<file path="config.mk">
export PLATFORM = sky130hd
export DESIGN_NAME = fwu_cmd
export DESIGN_NICKNAME = d
export VERILOG_FILES = /design/src/pkg/fwu_pkg.sv /design/src/fwu_timer.sv /design/src/fwu_cmd.sv
export SDC_FILE = /design/constraint.sdc
export NUM_CORES = 1
export LEC_CHECK = 0
export BUFFER_PORTS_ARGS = -buffer_cell sky130_fd_sc_hd__buf_4
export CORE_MARGIN = 2
export CORE_UTILIZATION = 50
export DETAILED_ROUTE_END_ITERATION = 10
export PLACE_DENSITY = 0.71
export REMOVE_ABC_BUFFERS = 1
export SKIP_LAST_GASP = 1
export SYNTH_ARGS = -nofsm -noshare
export SYNTH_HDL_FRONTEND = slang
export SYNTH_SLANG_ARGS = --single-unit
</file>
<file path="constraint.sdc">
create_clock -name mclk -period 4.7 [get_ports mclk]
set_input_delay 0.94 -clock mclk [delete_from_list [all_inputs] [get_ports mclk]]
set_output_delay 0.94 -clock mclk [all_outputs]
set_load 0.01 [all_outputs]
</file>
<file path="src/pkg/fwu_pkg.sv">
// package for the firmware update mode command interpreter
package fwu_pkg;
    // register byte offsets
    localparam logic [7:0] OFS_CTRL = 8'h00;
    localparam logic [7:0] OFS_STATUS = 8'h04;
    localparam logic [7:0] OFS_CMD = 8'h08;
    localparam logic [7:0] OFS_PROP = 8'h0C;
    localparam logic [7:0] OFS_RESULT = 8'h10;
    localparam logic [7:0] OFS_IRQ_STAT = 8'h14;
    localparam logic [7:0] OFS_IRQ_MASK = 8'h18;
    localparam logic [7:0] OFS_PASS = 8'h1C;
    localparam logic [7:0] OFS_PEND = 8'h20;
    localparam logic [7:0] OFS_TAIL = 8'h24;
    localparam logic [7:0] OFS_VER1 = 8'h28;
    localparam logic [7:0] OFS_VER2 = 8'h2C;
    // command codes written to the command register
    localparam logic [3:0] CMD_UPG_START = 4'h1;
    localparam logic [3:0] CMD_GET_CAP = 4'h2;
    localparam logic [3:0] CMD_SELF_TEST = 4'h3;
    localparam logic [3:0] CMD_GET_RESULT = 4'h4;
    localparam logic [3:0] CMD_STARTUP = 4'h5;
    localparam logic [3:0] CMD_SHUTDOWN = 4'h6;
    // response codes
    localparam logic [7:0] RC_OK = 8'h00;
    localparam logic [7:0] RC_VALUE = 8'h01;
    localparam logic [7:0] RC_NOT_READY = 8'h02;
    // property selectors
    localparam logic [15:0] PROP_FW_VER1 = 16'h0001;
    localparam logic [15:0] PROP_FW_VER2 = 16'h0002;
    localparam logic [15:0] PROP_MODES = 16'h0003;
    localparam logic [15:0] PROP_VENDOR = 16'h0100;
    // capability answer framing
    localparam logic [31:0] CAP_COUNT = 32'h0000_0001;
    localparam logic [15:0] CAP_SIZE = 16'h0004;
    // self-test bit positions
    localparam int BIT_P521 = 21;
    localparam int BIT_KDF = 18;
    localparam int BIT_AES = 17;
    localparam int BIT_SENSOR = 15;
    localparam int BIT_SHA512 = 6;
    localparam int BIT_SHA384 = 5;
    localparam int BIT_SHA256 = 4;
    localparam logic [31:0] TEST_MASK = 32'h0026_8070;
    localparam logic [31:0] BOOT_MASK = 32'h0006_8070;
    localparam int RESULT_BYTES = 11;
    // operation-mode codes
    localparam logic [7:0] OPMODE_NORMAL = 8'h00;
    localparam logic [7:0] OPMODE_FWU = 8'h02;
    localparam logic [7:0] VER2_TOP = 8'h00;
    // timing
    localparam int CLK_MHZ = 200;
    localparam int REGVALID_US = 500;
    localparam int BLACKOUT_FWU_US = 700;
    localparam int READY_OP_MS = 50;
    localparam int READY_FWU_MS = 140;
    localparam int REGVALID_CYC = REGVALID_US * CLK_MHZ;
    localparam int READY_OP_CYC = READY_OP_MS * 1000 * CLK_MHZ;
    localparam int READY_FWU_CYC = READY_FWU_MS * 1000 * CLK_MHZ;
    localparam int TEST_CYC = 16;
    // status bits
    localparam int ST_REGVALID = 0;
    localparam int ST_ESTAB = 1;
    localparam int ST_READY = 2;
    localparam int ST_FWU = 3;
    localparam int ST_BUSY = 4;
    localparam int ST_DONE = 5;
    // interrupt bits
    localparam int IRQ_DONE = 0;
    localparam int IRQ_READY = 1;
    localparam int IRQ_TEST = 2;
    localparam int IRQ_W = 3;
    // ctrl bits
    localparam int CTRL_ESTAB = 0;
    localparam int CTRL_FWU_BOOT = 1;
endpackage

</file>
<file path="src/fwu_timer.sv">
// down counter giving a one-cycle done pulse after a loaded count
`timescale 1ns/1ps
module fwu_timer #(
    parameter int W = 32
) (
    // clock and reset
    input wire logic mclk,
    input wire logic nrst,
    // control
    input wire logic load,
    input wire logic [W-1:0] count,
    // status
    output logic running,
    output logic done
);
    logic [W-1:0] cnt_reg;
    logic run_reg;
    logic done_reg;

    // count down; load restarts
    always_ff @(posedge mclk) begin
        if (!nrst) begin
            cnt_reg <= '0;
            run_reg <= 1'b0;
            done_reg <= 1'b0;
        end else if (load) begin
            cnt_reg <= count;
            run_reg <= 1'b1;
            done_reg <= 1'b0;
        end else if (run_reg) begin
            done_reg <= (cnt_reg == W'(1));
            run_reg <= (cnt_reg != W'(1));
            cnt_reg <= cnt_reg - W'(1);
        end else begin
            done_reg <= 1'b0;
        end
    end

    assign running = run_reg;
    assign done = done_reg;
endmodule

</file>
<file path="src/fwu_cmd.sv">
// command interpreter for firmware update mode, reset readiness and version props
// Operation
// - upgrade start success enters update mode
// - capability read returns single value
// - serve general minus modes, plus vendor
// - self-test in update mode reruns all upgrade tests
// - test result is eleven bytes
// - test bit one means passed
// - fixed self-test bit positions
// - P521 test only boot or request
// - startup/shutdown accepted, no state change in update mode
// - flags valid within 500 us
// - ready after 50 or 140 ms
// - version one is major, minor
// - version two is zero, build, cert
`timescale 1ns/1ps
module fwu_cmd #(
    parameter int REGVALID_CYC = fwu_pkg::REGVALID_CYC,
    parameter int READY_OP_CYC = fwu_pkg::READY_OP_CYC,
    parameter int READY_FWU_CYC = fwu_pkg::READY_FWU_CYC,
    parameter logic [15:0] FW_MAJOR = 16'h0001,
    parameter logic [15:0] FW_MINOR = 16'h0002,
    parameter logic [15:0] FW_BUILD = 16'h0003,
    parameter logic [7:0] CERT_STATE = 8'h00,
    parameter logic [31:0] VENDOR_PROP = 32'h0000_0000 // value is arbitrary
) (
    // clock and reset
    input wire logic mclk,
    input wire logic nrst,
    // ahb-lite slave
    input wire logic hsel,
    input wire logic [7:0] haddr,
    input wire logic [1:0] htrans,
    input wire logic hwrite,
    input wire logic [2:0] hsize,
    input wire logic [31:0] hwdata,
    input wire logic hready,
    output logic hreadyout,
    output logic hresp,
    output logic [31:0] hrdata,
    // sensor self-test result, from pin
    input wire logic sensor_ok_pin,
    // flags and interrupt
    output logic establishment_flag,
    output logic register_valid_flag,
    output logic irq
);
    logic [31:0] ver1;
    logic [31:0] ver2;
    logic [31:0] ver2_alt_hi;
    logic sens_s1_reg;
    logic sens_s2_reg;
    localparam int IRQ_W_L = fwu_pkg::IRQ_W;
    logic fwu_reg;
    // power-up value only; nrst must not clear the update-mode latch
    logic fwu_boot_reg = 1'b0;
    logic estab_reg;
    logic regvalid_reg;
    logic ready_reg;
    logic started_reg;
    logic busy_reg;
    logic done_reg;
    logic [7:0] rc_reg;
    logic [3:0] cmd_reg;
    logic [15:0] prop_reg;
    logic [31:0] prop_val_reg;
    logic [31:0] pass_reg;
    logic [31:0] pend_reg;
    logic [15:0] info_reg;
    logic [7:0] mode_byte_reg;
    logic [31:0] ctrl_reg;
    logic [IRQ_W_L-1:0] irq_stat_reg;
    logic [IRQ_W_L-1:0] irq_mask_reg;
    logic wr_pend_reg;
    logic [7:0] wr_addr_reg;
    logic [31:0] rdata_reg;
    logic tload;
    logic [31:0] tcount;
    logic trun;
    logic tdone;
    logic addr_ok;
    logic wr_fire;
    logic cmd_go;
    logic test_done;
    logic ready_evt;

    typedef enum {ST_RESET, ST_REGWAIT, ST_BOOTWAIT, ST_IDLE, ST_TEST} fwu_state_t;
    fwu_state_t state_reg;

    assign ver1 = {FW_MAJOR, FW_MINOR};
    assign ver2 = {fwu_pkg::VER2_TOP, FW_BUILD, CERT_STATE};
    assign ver2_alt_hi = 32'h0000_0000;

    // ahb: address phase sampled, write done in data phase, zero waits
    assign addr_ok = hsel && hready && htrans[1];
    assign wr_fire = wr_pend_reg;
    assign hreadyout = 1'b1;
    assign hresp = 1'b0;
    assign hrdata = rdata_reg;
    assign cmd_go = wr_fire && (wr_addr_reg == fwu_pkg::OFS_CMD);

    // sensor pin synchroniser; only the second stage is used
    always_ff @(posedge mclk) begin
        if (!nrst) begin
            sens_s1_reg <= 1'b0;
            sens_s2_reg <= 1'b0;
        end else begin
            sens_s1_reg <= sensor_ok_pin;
            sens_s2_reg <= sens_s1_reg;
        end
    end

    // write address capture
    always_ff @(posedge mclk) begin
        if (!nrst) begin
            wr_pend_reg <= 1'b0;
            wr_addr_reg <= 8'h00;
        end else begin
            wr_pend_reg <= addr_ok && hwrite;
            wr_addr_reg <= haddr;
        end
    end

    // software control register
    always_ff @(posedge mclk) begin
        if (!nrst) begin
            ctrl_reg <= 32'h0000_0000;
            prop_reg <= 16'h0000;
        end else if (wr_fire && wr_addr_reg == fwu_pkg::OFS_CTRL) begin
            ctrl_reg <= hwdata;
        end else if (wr_fire && wr_addr_reg == fwu_pkg::OFS_PROP) begin
            prop_reg <= hwdata[15:0];
        end
    end

    fwu_timer #(.W(32)) u_timer (
        .mclk(mclk),
        .nrst(nrst),
        .load(tload),
        .count(tcount),
        .running(trun),
        .done(tdone)
    );

    // timer loading per state
    always_comb begin
        tload = 1'b0;
        tcount = 32'h0000_0000;
        unique case (state_reg)
            ST_RESET: begin
                tload = 1'b1;
                tcount = 32'(REGVALID_CYC);
            end
            ST_REGWAIT: begin
                tload = tdone;
                tcount = fwu_reg ? 32'(READY_FWU_CYC - REGVALID_CYC)
                                 : 32'(READY_OP_CYC - REGVALID_CYC);
            end
            ST_IDLE: begin
                tload = cmd_go && hwdata[3:0] == fwu_pkg::CMD_SELF_TEST && fwu_reg;
                tcount = 32'(fwu_pkg::TEST_CYC);
            end
            default: begin
                tload = 1'b0;
            end
        endcase
    end

    assign test_done = (state_reg == ST_TEST) && tdone;
    assign ready_evt = (state_reg == ST_BOOTWAIT) && tdone;

    // reset sequence and command state
    always_ff @(posedge mclk) begin
        if (!nrst) begin
            state_reg <= ST_RESET;
        end else begin
            unique case (state_reg)
                ST_RESET: state_reg <= ST_REGWAIT;
                ST_REGWAIT: if (tdone) state_reg <= ST_BOOTWAIT;
                // ready at 50 or 140 ms
                ST_BOOTWAIT: if (tdone) state_reg <= ST_IDLE;
                ST_IDLE: if (tload) state_reg <= ST_TEST;
                ST_TEST: if (tdone) state_reg <= ST_IDLE;
            endcase
        end
    end

    // mode strap caught after release; update mode held across the session
    always_ff @(posedge mclk) begin
        if (!nrst) begin
            fwu_reg <= 1'b0;
        end else if (state_reg == ST_RESET) begin
            fwu_reg <= fwu_boot_reg;
        end else if (cmd_go && state_reg == ST_IDLE && !fwu_reg
                     && hwdata[3:0] == fwu_pkg::CMD_UPG_START) begin
            fwu_reg <= 1'b1;
        end
    end

    // boot latch has no reset branch, so update mode outlives nrst
    always_ff @(posedge mclk) begin
        if (nrst && cmd_go && state_reg == ST_IDLE && !fwu_reg
            && hwdata[3:0] == fwu_pkg::CMD_UPG_START) begin
            fwu_boot_reg <= 1'b1;
        end else if (nrst && wr_fire && wr_addr_reg == fwu_pkg::OFS_CTRL) begin
            fwu_boot_reg <= hwdata[fwu_pkg::CTRL_FWU_BOOT];
        end
    end

    // establishment and register-valid flags
    always_ff @(posedge mclk) begin
        if (!nrst) begin
            estab_reg <= 1'b0;
            regvalid_reg <= 1'b0;
            ready_reg <= 1'b0;
        end else begin
            if (state_reg == ST_REGWAIT && tdone) begin
                estab_reg <= ctrl_reg[fwu_pkg::CTRL_ESTAB];
                regvalid_reg <= 1'b1;
            end
            if (ready_evt) ready_reg <= 1'b1;
        end
    end
    assign establishment_flag = estab_reg;
    assign register_valid_flag = regvalid_reg;

    // command execution
    always_ff @(posedge mclk) begin
        if (!nrst) begin
            rc_reg <= fwu_pkg::RC_OK;
            cmd_reg <= 4'h0;
            prop_val_reg <= 32'h0000_0000;
            done_reg <= 1'b0;
            started_reg <= 1'b0;
            mode_byte_reg <= fwu_pkg::OPMODE_NORMAL;
        end else if (cmd_go) begin
            cmd_reg <= hwdata[3:0];
            done_reg <= 1'b1;
            rc_reg <= fwu_pkg::RC_OK;
            if (state_reg != ST_IDLE) begin
                rc_reg <= fwu_pkg::RC_NOT_READY;
            end else begin
                unique case (hwdata[3:0])
                    fwu_pkg::CMD_GET_CAP: begin
                        if (prop_reg == fwu_pkg::PROP_FW_VER1) prop_val_reg <= ver1;
                        else if (prop_reg == fwu_pkg::PROP_FW_VER2) prop_val_reg <= ver2;
                        else if (prop_reg == fwu_pkg::PROP_VENDOR) prop_val_reg <= VENDOR_PROP;
                        else begin
                            prop_val_reg <= 32'h0000_0000;
                            rc_reg <= fwu_pkg::RC_VALUE;
                        end
                    end
                    fwu_pkg::CMD_GET_RESULT: begin
                        mode_byte_reg <= fwu_reg ? fwu_pkg::OPMODE_FWU
                                                 : fwu_pkg::OPMODE_NORMAL;
                    end
                    // accepted, nothing changes in update mode
                    fwu_pkg::CMD_STARTUP,
                    fwu_pkg::CMD_SHUTDOWN: begin
                        if (!fwu_reg) started_reg <= hwdata[3:0] == fwu_pkg::CMD_STARTUP;
                    end
                    default: begin
                        if (hwdata[3:0] == fwu_pkg::CMD_UPG_START && fwu_reg)
                            rc_reg <= fwu_pkg::RC_VALUE;
                    end
                endcase
            end
        end else if (wr_fire && wr_addr_reg == fwu_pkg::OFS_STATUS
                     && hwdata[fwu_pkg::ST_DONE]) begin
            done_reg <= 1'b0;
        end
    end

    // capability answer is the counted list with a single sized buffer
    // self-test result words
    always_ff @(posedge mclk) begin
        if (!nrst) begin
            pass_reg <= 32'h0000_0000;
            pend_reg <= fwu_pkg::TEST_MASK;
            info_reg <= 16'h0000;
        end else if (ready_evt) begin
            // boot tests; P521 only when booting in update mode
            // P521 at boot or request
            pass_reg <= (fwu_reg ? fwu_pkg::TEST_MASK : fwu_pkg::BOOT_MASK)
                        & ~(sens_s2_reg ? 32'h0 : (32'h1 << fwu_pkg::BIT_SENSOR));
            pend_reg <= fwu_reg ? 32'h0 : (32'h1 << fwu_pkg::BIT_P521);
        end else if (tload && state_reg == ST_IDLE) begin
            pass_reg <= 32'h0000_0000;
            pend_reg <= fwu_pkg::TEST_MASK;
        end else if (test_done) begin
            pass_reg <= fwu_pkg::TEST_MASK
                        & ~(sens_s2_reg ? 32'h0 : (32'h1 << fwu_pkg::BIT_SENSOR));
            pend_reg <= 32'h0000_0000;
            info_reg <= info_reg + 16'h0001;
        end
    end

    // sticky interrupt status, write one clears, set wins
    always_ff @(posedge mclk) begin
        if (!nrst) begin
            irq_stat_reg <= '0;
            irq_mask_reg <= '0;
        end else begin
            irq_stat_reg <= (irq_stat_reg
                & ~((wr_fire && wr_addr_reg == fwu_pkg::OFS_IRQ_STAT)
                    ? hwdata[IRQ_W_L-1:0] : '0))
                | {test_done, ready_evt, cmd_go};
            if (wr_fire && wr_addr_reg == fwu_pkg::OFS_IRQ_MASK)
                irq_mask_reg <= hwdata[IRQ_W_L-1:0];
        end
    end
    assign irq = |(irq_stat_reg & irq_mask_reg);

    // read data register, loaded in address phase
    always_ff @(posedge mclk) begin
        if (!nrst) begin
            rdata_reg <= 32'h0000_0000;
        end else if (addr_ok && !hwrite) begin
            unique case (haddr)
                fwu_pkg::OFS_CTRL: rdata_reg <= ctrl_reg;
                fwu_pkg::OFS_STATUS: rdata_reg <= {26'h0, done_reg, state_reg == ST_TEST,
                    fwu_reg, ready_reg, estab_reg, regvalid_reg};
                fwu_pkg::OFS_CMD: rdata_reg <= {20'h0, rc_reg, cmd_reg};
                fwu_pkg::OFS_PROP: rdata_reg <= prop_val_reg;
                fwu_pkg::OFS_RESULT: rdata_reg <= {fwu_pkg::CAP_COUNT[15:0], fwu_pkg::CAP_SIZE};
                fwu_pkg::OFS_IRQ_STAT: rdata_reg <= {29'h0, irq_stat_reg};
                fwu_pkg::OFS_IRQ_MASK: rdata_reg <= {29'h0, irq_mask_reg};
                fwu_pkg::OFS_PASS: rdata_reg <= pass_reg;
                fwu_pkg::OFS_PEND: rdata_reg <= pend_reg;
                fwu_pkg::OFS_TAIL: rdata_reg <= {8'h0, info_reg, mode_byte_reg};
                fwu_pkg::OFS_VER1: rdata_reg <= ver1;
                fwu_pkg::OFS_VER2: rdata_reg <= ver2 | ver2_alt_hi;
                default: rdata_reg <= 32'h0000_0000;
            endcase
        end
    end

    chk_regvalid_time: assert property (@(posedge mclk) disable iff (!nrst)
        (state_reg == ST_REGWAIT && tdone) |=> register_valid_flag)
        else $error("register valid flag not set");
    chk_ver2_top: assert property (@(posedge mclk) disable iff (!nrst)
        ver2[31:24] == 8'h00)
        else $error("version two top byte not zero");
    chk_ver1_layout: assert property (@(posedge mclk) disable iff (!nrst)
        ver1[31:16] == FW_MAJOR && ver1[15:0] == FW_MINOR)
        else $error("version one layout wrong");
    chk_rsvd_zero: assert property (@(posedge mclk) disable iff (!nrst)
        (pass_reg & ~fwu_pkg::TEST_MASK) == 32'h0)
        else $error("reserved pass bit set");
    chk_test_rerun: assert property (@(posedge mclk) disable iff (!nrst)
        (state_reg == ST_IDLE && tload) |=> pend_reg == fwu_pkg::TEST_MASK)
        else $error("self-test not rerun");
    chk_p521_pend: assert property (@(posedge mclk) disable iff (!nrst)
        (ready_evt && !fwu_reg) |=> pend_reg[fwu_pkg::BIT_P521])
        else $error("p521 ran outside boot or request");
    chk_fwu_enter: assert property (@(posedge mclk) disable iff (!nrst)
        (cmd_go && state_reg == ST_IDLE && hwdata[3:0] == fwu_pkg::CMD_UPG_START)
        |=> fwu_reg)
        else $error("update mode not entered");
    chk_stub_cmds: assert property (@(posedge mclk) disable iff (!nrst)
        (cmd_go && fwu_reg && (hwdata[3:0] == fwu_pkg::CMD_STARTUP
         || hwdata[3:0] == fwu_pkg::CMD_SHUTDOWN)) |=> $stable(started_reg))
        else $error("startup or shutdown changed state");
endmodule

</file>
## Yosys cells after proc, flatten, opt, wreduce, memory -nomap -nowiden

Index checks and enable logic that the tools add are counted.

- Bits in registers: 301
- Output and inout bits: 37
- Logic and storage cells: 160

- Bitwise operators: 12
- Multiplexer cells: 35
- Eq/ne operators: 39
- Add/sub/neg operators: 2
- Reduce and logical (&&, ||, !) cells: 46

Operator list:

| cell | number |
|---|---|
| one-hot mux 32 bit (12 select lines) | 1 |
| two-way mux 32 bit | 11 |
| one-hot mux 32 bit (4 select lines) | 1 |
| equality test 32 x 2 -> 1 bit, second input constant | 3 |
| equality test 32 x 3 -> 1 bit, second input constant | 3 |
| one-hot mux 25 bit (3 select lines) | 1 |
| equality test 32 x 1 -> 1 bit, second input constant | 2 |
| logical NOT 32 bit | 2 |
| equality test 8 x 5 -> 1 bit, second input constant | 6 |
| two-way mux 22 bit | 2 |
| AND 22 x 32 -> 32 bit | 1 |
| equality test 32 x 4 -> 1 bit, second input constant | 1 |
| equality test 8 x 4 -> 1 bit, second input constant | 4 |
| equality test 8 x 6 -> 1 bit, second input constant | 4 |
| inequality test 32 x 1 -> 1 bit, second input constant | 1 |
| inequality test 32 x 3 -> 1 bit, second input constant | 1 |
| NOT 16 -> 32 bit | 1 |
| subtractor 32 x 1 -> 32 bit, second input constant | 1 |
| logical AND 1 bit | 27 |
| two-way mux 25 bit | 1 |
| two-way mux 17 bit | 1 |
| adder 16 x 1 -> 16 bit, second input constant | 1 |
| equality test 16 x 1 -> 1 bit, second input constant | 1 |
| equality test 16 x 2 -> 1 bit, second input constant | 1 |
| 26 further kinds | 56 |

## Depth between registers and ports, before layout

Gate-level depths: netlist of the first run.

- Depth in word-level cells: 8
- Mapped depth: 8
- Gate-level depth less buffers: 7

## By module

Synthesis of the first run repeated with hierarchy kept, for this count alone.

- Cell total of the unflattened synthesis: 942
- Area, all modules: 7862.5 um^2

By module, submodules not included:

| module | instances | area each (um^2) | cells an instance |
|---|---|---|---|
| fwu_cmd | 1 | 5838.1 | 695 |
| fwu_timer | 1 | 2024.4 | 247 |

## Worst setup path after synthesis of the first run

Ideal clock, no wire load.

- Kind: input to register
- Start: input haddr[1]
- End: register rdata_reg[19] (netlist: hrdata[19])
- Path buffers: 2
- Required time: 4.635 ns
- Setup slack: 1.919 ns
- Arrival: 2.716 ns
- Cell stages on the path: 7
- Setup time: 0.065 ns
- Cell sequence: or4_1 clkbuf_1 nor4b_4 clkbuf_1 a22oi_1 a2bb2oi_1 nor2_1

- Cells in the longest elaborated chain, start to end: 2
- Elaborated cells on any way between the ends: 13
- Classes of those cells: 11 x eq/ne; 1 x mux; 1 x reduce/logical

Ends and longest elaborated chain:

| what | line | source |
|---|---|---|
| start: declaration | fwu_cmd.sv:32 | `input wire logic [7:0] haddr,` |
| equality test 8 x 6 -> 1 bit, or another cell as far along | fwu_cmd.sv:319 | `unique case (haddr)` |
| one-hot mux 32 bit (12 select lines) * | fwu_cmd.sv:319 |  |
| end signal: assignment | fwu_cmd.sv:320 | `fwu_pkg::OFS_CTRL: rdata_reg <= ctrl_reg;` |
| end signal: assignment | fwu_cmd.sv:321 | `fwu_pkg::OFS_STATUS: rdata_reg <= {26'h0, done_reg, state_reg == ST_TEST,` |
| end signal: assignment | fwu_cmd.sv:323 | `fwu_pkg::OFS_CMD: rdata_reg <= {20'h0, rc_reg, cmd_reg};` |
| end: declaration | fwu_cmd.sv:76 | `logic [31:0] rdata_reg;` |

Every way passes the cells marked *; elsewhere a longest branch is shown, timed or not.
A chain may end at the register's enable or synchronous reset.

## Worst setup path after layout of the first run

- Start: register wr_addr_reg[1]
- End: register u_timer.cnt_reg[11]

- Cells in the longest elaborated chain, start to end: 6
- Elaborated cells on any way between the ends: 7
- Classes of those cells: 1 x eq/ne; 2 x mux; 4 x reduce/logical

Ends and longest elaborated chain:

| what | line | source |
|---|---|---|
| start: declaration | fwu_cmd.sv:75 | `logic [7:0] wr_addr_reg;` |
| start signal: assignment | fwu_cmd.sv:120 | `wr_addr_reg <= haddr;` |
| equality test 8 x 4 -> 1 bit * | fwu_cmd.sv:100 | `assign cmd_go = wr_fire && (wr_addr_reg == fwu_pkg::OFS_CMD);` |
| logical AND 1 bit * | fwu_cmd.sv:100 |  |
| logical AND 1 bit * (2 in series) | fwu_cmd.sv:160 | `tload = cmd_go && hwdata[3:0] == fwu_pkg::CMD_SELF_TEST && fwu_reg;` |
| one-hot mux 1 bit (3 select lines) * | fwu_cmd.sv:149 | `unique case (state_reg)` |
| two-way mux 32 bit / nonzero test 2 bit (equally long branches) | - |  |
| end signal: assignment | fwu_timer.sv:27 | `cnt_reg <= count;` |
| end signal: assignment | fwu_timer.sv:33 | `cnt_reg <= cnt_reg - W'(1);` |
| end: declaration | fwu_timer.sv:16 | `logic [W-1:0] cnt_reg;` |

Marks and branches as above.

==> reports/results.ini, run 1 <==
[yosys]
synth_flop_cell=dfxtp_1
synth.area.top_cells=dfxtp_1, nand2_1, a21oi_1
synthTopCellsByCount=dfxtp_1, nand2_1, nor2_1
async_flop_share=0
synthCells=894
synth_cell_types=61
syn_avg_cell_area_um2=8.27
synth.top_cell.area_share=0.460
syn_area_um2=7400
ys_seq_area_frac=0.460
synth_edf_count=0
yosysMostFrequentCell=dfxtp_1
yosysWarnings=0
synth_largest_area_cell=dfxtp_1
ys_ff_latch=170

[run_status]
status=completed

[timing]
maxSlewViolCount=0
finalSetupViolCount=0
max_freq_mhz=331
rsz0062_at_grt=no
relSlewSlack=0.309
finalCritPeriodShare=0.643
skew_ns=0.00945
hold_viol=0
timing.final.ws_setup_ns=1.68
finalSetupTns_ns=0
min_period_ns=3.02
worst_slew_pin_slew_ns=1.03

[clock_network]
cts_buffers=17
post_cts_buffers=0
root_buffer=clkbuf_16
hold_buffers=0
cts-htree-levels=4
insertion_delay_ns=0.43
ctsResizeCount=0
clockBufferDepth=2
cts.sinks=170
cts_tree=built
path_clk_slew_ns=0.06

[die]
pin_count=88
dieHeight_um=126
num_rows=44
core-area_um2=14500
initial_utilization=0.511
dieArea_um2=15800
die_w_um=126

[drt]
totalWireLength_um=19100
drc=0
postRouteAntennaNets=0
num_vias=6650
viasPerCell=5.82
post_drt_wl_per_cell_um=16.8
drt-pass1-iter-count=5
drt-initial-drc-count=572

[setup_path]
start_kind=register
crit_type=reg -> reg
reg2regPathDepth=5
arrival_ns=3.33
critical_path_required_ns=5.00
crit_path_end_kind=register
cp_max_fo=13

[pwr]
peakVddDrop_mv=0.247
p_per_area_nw_per_um2=362
p_total_uw=3140
power_leakage_uw=0.00327

[finish]
insertedDiodeCount=0
syn_to_final_growth_pct=17.1
final_layout_size_suffix_gt1_frac=0.136
layout.nets=1000
utilization=0.598
fin_cells=1142
fillerInstances=1318

[place]
dp_cells=1111
port_buffers=81
dp_hpwl_um=12600
dp_slack_ns=1.32
place_congestion=0.902

[hold_path]
whs_path_depth=2
hold_class=reg -> reg

[global_routing]
grt_pass1_vias=6129
grt_pass1_wl_um=31100
grt_max_degree=62
overflow=0
antenna_found_initial=0
grt_usage=0.243

[flow_run]
maxCapViolCount=0

power by group:
group / switching (uW) / internal (uW) / leakage [uW]
clock: 596 / 803 / 0.000283
sequential: 28.2 / 1460 / 0.00138
combinational: 155 / 92.6 / 0.00162
kinds of logic (layout without fill, tap and decap cells):
logic type / Yosys count / count (layout) / share of synthesized area
other: 2 / 2 / 0.00102
multiplexers: 25 / 25 / 0.0340
flip-flops: 170 / 170 / 0.460
adder cells (fa/ha/maj): 3 / 3 / 0.00508
buffers and inverters: 71 / 135 / 0.0387
AND/OR/NAND/NOR: 399 / 399 / 0.263
XOR/XNOR: 32 / 32 / 0.0379
AO/OA/AOI/OAI: 192 / 192 / 0.160
cells in the final DEF (no fill, tap or decap), types with 5 or more instances in the layout:
cell,Yosys,routed
a211oi_1,6,6
a21o_1,7,7
a21oi_1,83,83
a221oi_1,7,7
a22oi_1,11,11
a2bb2oi_1,9,9
and2_1,12,12
buf_4,2,89
clkbuf_16,0,17
dfxtp_1,170,170
inv_1,15,14
mux2i_1,24,24
nand2_1,126,126
nand3_1,34,34
nand4_1,14,14
nor2_1,98,98
nor2b_1,9,9
nor3_1,33,33
nor3b_1,5,5
nor4_1,23,22
o21ai_0,35,35
or3_1,10,10
or4_1,7,7
xnor2_1,14,14
xor2_1,18,18
worst max-delay path, cell delays in order, from the launching register on:
cell and delay (ns):
dfxtp_1 0.29, or4_1 0.66, or4_1 0.62, o21ai_1 0.83, o21ai_0 0.21, a221oi_1 0.28
through the flow:
step                area (um2)  hold slack (ns)
detailed placement        8080            0.424
global route              8660            0.470
CTS                       8660            0.452
global placement          8080            0.416
floorplan                 7170            0.412
finish                    8660            0.448
layer usage:
metal	routed length [um]	GRT usage	up-vias
li1	-	-	3271
met5	0	0	-
met4	298	0.0712	0
met3	1210	0.0565	27
met2	8820	0.385	208
met1	8820	0.333	3144
cell type report:
| type | count | area [um2] | share of cell area |
|---|---|---|---|
| sequential | 170 | 3400 | 0.393 |
| multi-input combinational | 653 | 3720 | 0.429 |
| timing repair buffer | 89 | 668 | 0.0771 |
| clock buffer | 19 | 443 | 0.0511 |
| clock inverter | 12 | 140 | 0.0162 |
| inverter | 15 | 57.6 | 0.00665 |
| tap | 184 | 230 | 0.0266 |
worst paths after layout:
check                            start                          endpoint  slack (ns)
max          wr_addr_reg[1]$_SDFF_PN0_  u_timer.cnt_reg[11]$_SDFFE_PN0P_        1.68
max reg2reg  wr_addr_reg[1]$_SDFF_PN0_  u_timer.cnt_reg[11]$_SDFFE_PN0P_        1.68
min            hrdata[28]$_SDFFE_PN0P_           hrdata[28]$_SDFFE_PN0P_        0.45
min reg2reg    hrdata[28]$_SDFFE_PN0P_           hrdata[28]$_SDFFE_PN0P_        0.45
Note: power is estimated with default switching activity, not from simulation.
==> run 2: changes to the inputs <==
--- a/config.mk
+++ b/config.mk
@@ -5,11 +5,12 @@
 export SDC_FILE = /design/constraint.sdc
 export NUM_CORES = 1
 export LEC_CHECK = 0
+export ABC_AREA = 1
 export BUFFER_PORTS_ARGS = -buffer_cell sky130_fd_sc_hd__buf_4
 export CORE_MARGIN = 2
 export CORE_UTILIZATION = 50
 export DETAILED_ROUTE_END_ITERATION = 10
-export PLACE_DENSITY = 0.71
+export PLACE_DENSITY = 0.73
 export REMOVE_ABC_BUFFERS = 1
 export SKIP_LAST_GASP = 1
 export SYNTH_ARGS = -nofsm -noshare
==> constraint.sdc (replaced) <==
create_clock -name mclk -period 2.5 [get_ports mclk]
set_input_delay 0.5 -clock mclk [delete_from_list [all_inputs] [get_ports mclk]]
set_output_delay 0.5 -clock mclk [all_outputs]
set_load 0.01 [all_outputs]
==> run 2 against run 1 <==
  * Design area grew 7.2%
  * Largest cell class unchanged
  * Synthesized cell count up 30%
  * Die area grew 6.5%
  * First-iteration DRC count shrank 9.3%
  * Utilization is 0.82 points higher
  * Critical endpoint is now u_timer.cnt_reg[26]$_SDFFE_PN0P_
  * Critical path type unchanged
  * Sequential cell count stayed put
==> reports/results.ini, run 2 <==
[setup_path]
cp_max_fo=5  ; -8
path_cells=inv_1 > ha_1 > nand2_1 > nor2_4 > nand2_1 > nor2_1 > nand2_1 > nor2_1 > nand3_1 > nand2_1 > nor2_1
max_stage_delay_ns=0.33  ; -0.50 ns
crit_path_end_kind=register
critical-path-top-delay-family=simple AND/OR/NAND/NOR gates
critPathBufInv=1  ; +1
crit_path_frequent_cell=nand2_1
critical_path_required_ns=2.82  ; -2.18 ns
start_kind=register
cpMaxStageDelayCell=dfxtp_1
worstReg2RegEnd=u_timer.cnt_reg[26]$_SDFFE_PN0P_
r2r_start=u_timer.cnt_reg[0]$_SDFFE_PN0P_
crit_type=reg -> reg
reg2regPathDepth=11  ; +6
arrival_ns=2.32  ; -1.01 ns
r2r_setup_slack_ns=0.50  ; -1.18 ns

[yosys]
synthMuxAreaShare=0  ; -0.0340
yosysWarnings=0  ; unchanged
ys_ff_latch=170  ; unchanged
synthCells=1162  ; +30%
synth_cell_types=41  ; -33%
syn_avg_cell_area_um2=6.79  ; -18%
synth_top_family_by_area=simple AND/OR/NAND/NOR gates
yosysMostFrequentCell=nand2_1
ys_seq_area_frac=0.431  ; -0.0290
synthAdderAreaFrac=0.00476  ; -0.000320
synth-compound-area-share=0.159  ; -0.000914
syn_area_um2=7890  ; +6.7%
synth_edf_count=0  ; unchanged
synth_flop_cell=dfxtp_1
synth.top_cell.area_share=0.431  ; -0.0290
synth_largest_area_cell=dfxtp_1
synthTopCellsByCount=nand2_1, nor2_1, dfxtp_1
synth.area.top_cells=dfxtp_1, nand2_1, nor2_1
yosys.area_share.simple=0.305  ; +0.0424
async_flop_share=0  ; unchanged
synth-xor-area-share=0.0133  ; -0.0246

[timing]
finalSetupViolCount=0  ; unchanged
finalSetupTns_ns=0  ; unchanged
skew_ns=0.0163  ; +0.00687 ns
rsz0062_at_grt=no
whs_ns=0.250  ; -0.198 ns
worst_slew_pin_slew_ns=0.884  ; -0.150 ns
min_period_ns=2.00  ; -1.02 ns
relSlewSlack=0.410  ; +0.101
maxSlewViolCount=0  ; unchanged
max_freq_mhz=500  ; +51%
hold_viol=0  ; unchanged
finalCritPeriodShare=0.800  ; +0.157

[die]
pin_count=88  ; unchanged
core-area_um2=15300  ; +5.8%
die_w_um=130  ; +3.2%
num_rows=45  ; +2.3%
initial_utilization=0.515  ; +0.00464
dieArea_um2=16800  ; +6.5%
dieHeight_um=130  ; +3.2%

[pwr]
seqPwrFrac=0.444  ; -0.031
p_clk_frac=0.421  ; -0.025
switching_share=0.278  ; +0.0292
p_per_area_nw_per_um2=697  ; +92%
pwr-share-comb=0.135  ; +0.056
power_leakage_uw=0.00399  ; +22%
peakVddDrop_mv=0.674  ; +170%
switchingPower_uw=1800  ; +130%
p_int_uw=4670  ; +98%

[hold_path]
hold_class=in -> reg
holdPathEnd=wr_addr_reg[1]$_SDFF_PN0_
min-delay-start=haddr[1]
whs_path_depth=3  ; +1

[clock_network]
cts_tree=built
cts.sinks=170  ; unchanged
insertion_delay_ns=0.44  ; about the same
clockBufferDepth=2  ; unchanged
root_buffer=clkbuf_16
ctsResizeCount=0  ; unchanged
hold_buffers=0  ; unchanged
cts-htree-levels=4  ; unchanged
path_clk_slew_ns=0.07  ; about the same
post_cts_buffers=0  ; unchanged
cts_buffers=17  ; unchanged

[drt]
totalWireLength_um=20300  ; +5.9%
drt-initial-drc-count=519  ; -9.3%
viasPerCell=5.19  ; -11%
drt-pass1-iter-count=5  ; unchanged
drc=0  ; unchanged
num_vias=7578  ; +14%
post_drt_wl_per_cell_um=13.9  ; -17%
postRouteAntennaNets=0  ; unchanged

[global_routing]
overflow=0  ; unchanged
grt_pass1_wl_um=33300  ; +7.2%
grt_pass1_vias=6900  ; +13%
antenna_found_initial=0  ; unchanged
grt_max_degree=65  ; +4.8%
grt_usage=0.250  ; +0.00672

[finish]
final_layout_size_suffix_gt1_frac=0.123  ; -0.0124
syn_to_final_growth_pct=17.6
layout.nets=1290  ; +29%
insertedDiodeCount=0  ; unchanged
mostFrequentLayoutCells=nand2_1, nor2_1, dfxtp_1
final_common_cell=nand2_1
finalInstanceArea_um2=9290  ; +7.2%

[flow_run]
maxCapViolCount=0  ; unchanged

[place]
place_congestion=0.916  ; +1.6%
dp_hpwl_um=14300  ; +14%
port_buffers=81  ; unchanged
placed_cell_area_um2=8680  ; +7.5%

[run_status]
status=completed

run 2: changes by cell type in the layout (fill, tap and decap cells not counted), sizes merged, moves of 11 or more:
cell	before	now
nor4	23	3
mux2i	24	0
nand3	34	61
inv	19	121
or3	11	0
o21ai	36	130
nor2	98	207
a21oi	83	98
nand2	126	247
a22oi	11	0
run 2: cell families (layout without fill, tap and decap cells):
group / Yosys count / in the layout
simple gates: 567 / 567
compound gates: 243 / 243
flops: 170 / 170
buf+inv: 165 / 252
xor+xnor: 12 / 12
fa+ha+maj: 3 / 3
other cells: 2 / 2
run 2: worst min-delay path, cell delays in order:
cell and delay, ns:
buf_4 0.08, nand2_1 0.04, inv_1 0.04
run 2: how the worst max path moves through the flow:
stage / cells past startpoint / to / slack (ns) / start
5_1_grt: 11 / u_timer.cnt_reg[26]$_SDFFE_PN0P_ / 0.30 / u_timer.cnt_reg[0]$_SDFFE_PN0P_
3_5_place_dp: 8 / hrdata[17]$_SDFFE_PN0P_ / 0.40 / haddr[1]
6_report: 11 / u_timer.cnt_reg[26]$_SDFFE_PN0P_ / 0.50 / u_timer.cnt_reg[0]$_SDFFE_PN0P_
4_1_cts: 11 / u_timer.cnt_reg[26]$_SDFFE_PN0P_ / 0.51 / u_timer.cnt_reg[0]$_SDFFE_PN0P_
2_1_floorplan: 5 / hrdata[0]$_SDFFE_PN0P_ / -0.25 / htrans[1]
3_3_place_gp: 8 / hrdata[17]$_SDFFE_PN0P_ / 0.40 / haddr[1]
run 2: through the flow:
| stage | instances | setup WS (ns) | utilization | power, uW |
|---|---|---|---|---|
| 2_1_floorplan | 1118 | -0.247 | - | 3500 |
| 3_3_place_gp | 1428 | 0.398 | 0.567 | 3780 |
| 3_5_place_dp | 1428 | 0.395 | 0.567 | 3790 |
| 4_1_cts | 1460 | 0.509 | 0.606 | 6490 |
| 5_1_grt | 1460 | 0.296 | 0.606 | 6750 |
| 6_report | 1460 | 0.499 | 0.606 | 6470 |
run 2: area by class of cell:
type                       count  area [um2]
fill                        1492        6030
multi-input combinational    827        3820
sequential                   170        3400
timing repair buffer          99         743
inverter                     121         454
clock buffer                  19         433
tap                          211         264
clock inverter                13         169
run 2: power by group through the flow:
stage	clock network (uW)	logic, uW	registers [uW]
after floorplan	0	591	2910
after global placement	0	849	2930
after detailed placement	0	862	2930
after CTS	2760	867	2870
after global routing	2880	993	2880
final	2720	875	2870
run 2: metal layers:
metal	wire, um	part of all wire	global-route usage	vias to the layer above
met5	0	0	0	-
met3	1020	0.050	0.0566	34
met4	339	0.017	0.0829	0
met2	9410	0.46	0.407	183
met1	9500	0.47	0.329	3464
li1	-	-	-	3897
==> run 3: changes to the inputs <==
--- a/config.mk
+++ b/config.mk
@@ -10,7 +10,7 @@
 export CORE_MARGIN = 2
 export CORE_UTILIZATION = 50
 export DETAILED_ROUTE_END_ITERATION = 10
-export PLACE_DENSITY = 0.73
+export PLACE_DENSITY = 0.71
 export REMOVE_ABC_BUFFERS = 1
 export SKIP_LAST_GASP = 1
 export SYNTH_ARGS = -nofsm -noshare
==> constraint.sdc (replaced) <==
create_clock -name mclk -period 2.1 [get_ports mclk]
set_input_delay 0.42 -clock mclk [delete_from_list [all_inputs] [get_ports mclk]]
set_output_delay 0.42 -clock mclk [all_outputs]
set_load 0.01 [all_outputs]
==> run 3 against run 2 <==
  * Combinational power rose by 26%
  * Non-clock buffer count rose by 12
  * Sequential cell count did not move
  * First-iteration DRC count rose by 23%
  * Die area did not move
  * Design area rose by 1.4%
  * Utilization rose by 0.85 points
  * Clock power rose by 23%
==> reports/results.ini, run 3 (synthesis results as in run 2) <==
[pwr]
peakVddDrop_mv=0.820  ; +22%
p_per_area_nw_per_um2=836  ; +20%
power_leakage_uw=0.00407  ; +2.1%

[clock_network]
insertion_delay_ns=0.43  ; about the same
clockBufferDepth=2  ; unchanged
ctsResizeCount=0  ; unchanged
root_buffer=clkbuf_16
cts-htree-levels=4  ; unchanged
cts_tree=built
path_clk_slew_ns=0.07  ; about the same
cts.sinks=170  ; unchanged
post_cts_buffers=0  ; unchanged
hold_buffers=0  ; unchanged
cts_buffers=17  ; unchanged

[die]
core-area_um2=15300  ; unchanged
dieArea_um2=16800  ; unchanged
die_w_um=130  ; unchanged
pin_count=88  ; unchanged
initial_utilization=0.515  ; unchanged
num_rows=45  ; unchanged
dieHeight_um=130  ; unchanged

[drt]
totalWireLength_um=20400  ; +0.73%
drc=0  ; unchanged
postRouteAntennaNets=0  ; unchanged
drt-pass1-iter-count=7  ; +2
viasPerCell=5.15  ; -0.84%
drt-initial-drc-count=639  ; +23%
post_drt_wl_per_cell_um=13.9  ; about the same
num_vias=7576  ; -0.026%

[setup_path]
start_kind=register
max_stage_delay_ns=0.33  ; about the same
arrival_ns=2.14  ; -0.18 ns
crit_type=reg -> reg
critical_path_required_ns=2.42  ; -0.40 ns
cp_max_fo=8  ; +3
path_cells=inv_1 > nand3_1 > inv_1 > nand2_1 > buf_4 > nor3_4 > nand2_1 > o21ai_0 > a21oi_1
crit_path_end_kind=register
cpMaxStageDelayCell=dfxtp_1

[timing]
finalCritPeriodShare=0.863  ; +0.0628
skew_ns=0.00901  ; -0.00731 ns
hold_viol=0  ; unchanged
relSlewSlack=0.426  ; +0.0158
min_period_ns=1.81  ; -0.188 ns
max_freq_mhz=552  ; +10%
finalSetupTns_ns=0  ; unchanged
rsz0062_at_grt=no
timing.final.ws_setup_ns=0.288  ; -0.212 ns
finalSetupViolCount=0  ; unchanged
worst_slew_pin_slew_ns=0.861  ; -0.0237 ns
maxSlewViolCount=0  ; unchanged

[hold_path]
hold_class=in -> reg

[place]
place_congestion=0.913  ; -0.25%
dp_cells=1440  ; +0.84%
dp_slack_ns=0.155  ; -0.240 ns
placed_cell_area_um2=8790  ; +1.2%
port_buffers=81  ; unchanged
dp_hpwl_um=14200  ; -0.84%

[flow_run]
maxCapViolCount=0  ; unchanged

[global_routing]
grt_pass1_vias=7130  ; +3.3%
grt_pass1_wl_um=33900  ; +1.7%
antenna_found_initial=0  ; unchanged
overflow=0  ; unchanged
grt_max_degree=116  ; +78%
grt_usage=0.254  ; +0.00395

[finish]
fin_cells=1472  ; +0.82%
layout.nets=1302  ; +0.93%
insertedDiodeCount=0  ; unchanged
syn_to_final_growth_pct=19.3
mostFrequentLayoutCells=nand2_1, nor2_1, dfxtp_1
final_common_cell=nand2_1
final_layout_size_suffix_gt1_frac=0.133  ; +0.00993
finalInstanceArea_um2=9420  ; +1.4%
fillerInstances=1484  ; -0.54%

[run_status]
status=completed

-- run 3: cell types whose count changed in the layout (fill, tap and decap cells not counted) --
cell / previous run / this run
buf_12: 0 / 1
clkinv_2: 3 / 2
clkinv_4: 2 / 3
inv_6: 1 / 2
clkbuf_8: 0 / 3
buf_4: 99 / 110
clkbuf_1: 2 / 0
clkinvlp_4: 2 / 1
inv_8: 2 / 1
-- run 3: routing by layer --
layer | share of wire | track usage
met2 | 0.46 | 0.412
met1 | 0.47 | 0.342
met4 | 0.018 | 0.0778
met5 | 0 | 0
met3 | 0.052 | 0.0504
-- run 3: path summary, 6_finish.rpt --
kind,start,endpoint,slack [ns],depth (start not counted)
hold reg to reg,sens_s1_reg$_SDFF_PN0_,sens_s2_reg$_SDFF_PN0_,0.44,2
hold / removal,sensor_ok_pin,sens_s1_reg$_SDFF_PN0_,0.17,3
setup reg to reg,state_reg[1]$_SDFFE_PN0P_,info_reg[13]$_SDFFE_PN0P_,0.29,9
setup / recovery,state_reg[1]$_SDFFE_PN0P_,info_reg[13]$_SDFFE_PN0P_,0.29,9
-- run 3: report_power, final --
group          total, uW  internal [uW]  leakage [uW]  switching, uW
logic               1100            390       0.00239            711
clock network       3350           1980      0.000309           1370
registers           3410           3320       0.00138           94.3
total               7870           5690       0.00407           2180
-- run 3: metrics by stage --
step	total power [uW]	hold slack (ns)	utilization
2_1_floorplan	4170	0.390	-
3_3_place_gp	4540	0.432	0.574
3_5_place_dp	4560	0.438	0.574
4_1_cts	7880	0.160	0.615
5_1_grt	8200	0.180	0.615
6_report	7870	0.171	0.615
-- run 3: cell type report --
class                      instances  area (um2)  share of cell area
clock buffer                      20         467              0.0496
clock inverter                    12         163              0.0173
inverter                         121         454              0.0482
multi-input combinational        827        3820               0.406
sequential                       170        3400               0.361
tap                              211         264              0.0280
timing repair buffer             111         846              0.0898
-- run 3: critical path: cells and delay by family, from the launching register on --
kind	cells	cell delay (ns)
compound gates	2	0.23
simple gates	4	0.63
flops	1	0.33
buf+inv	3	0.51
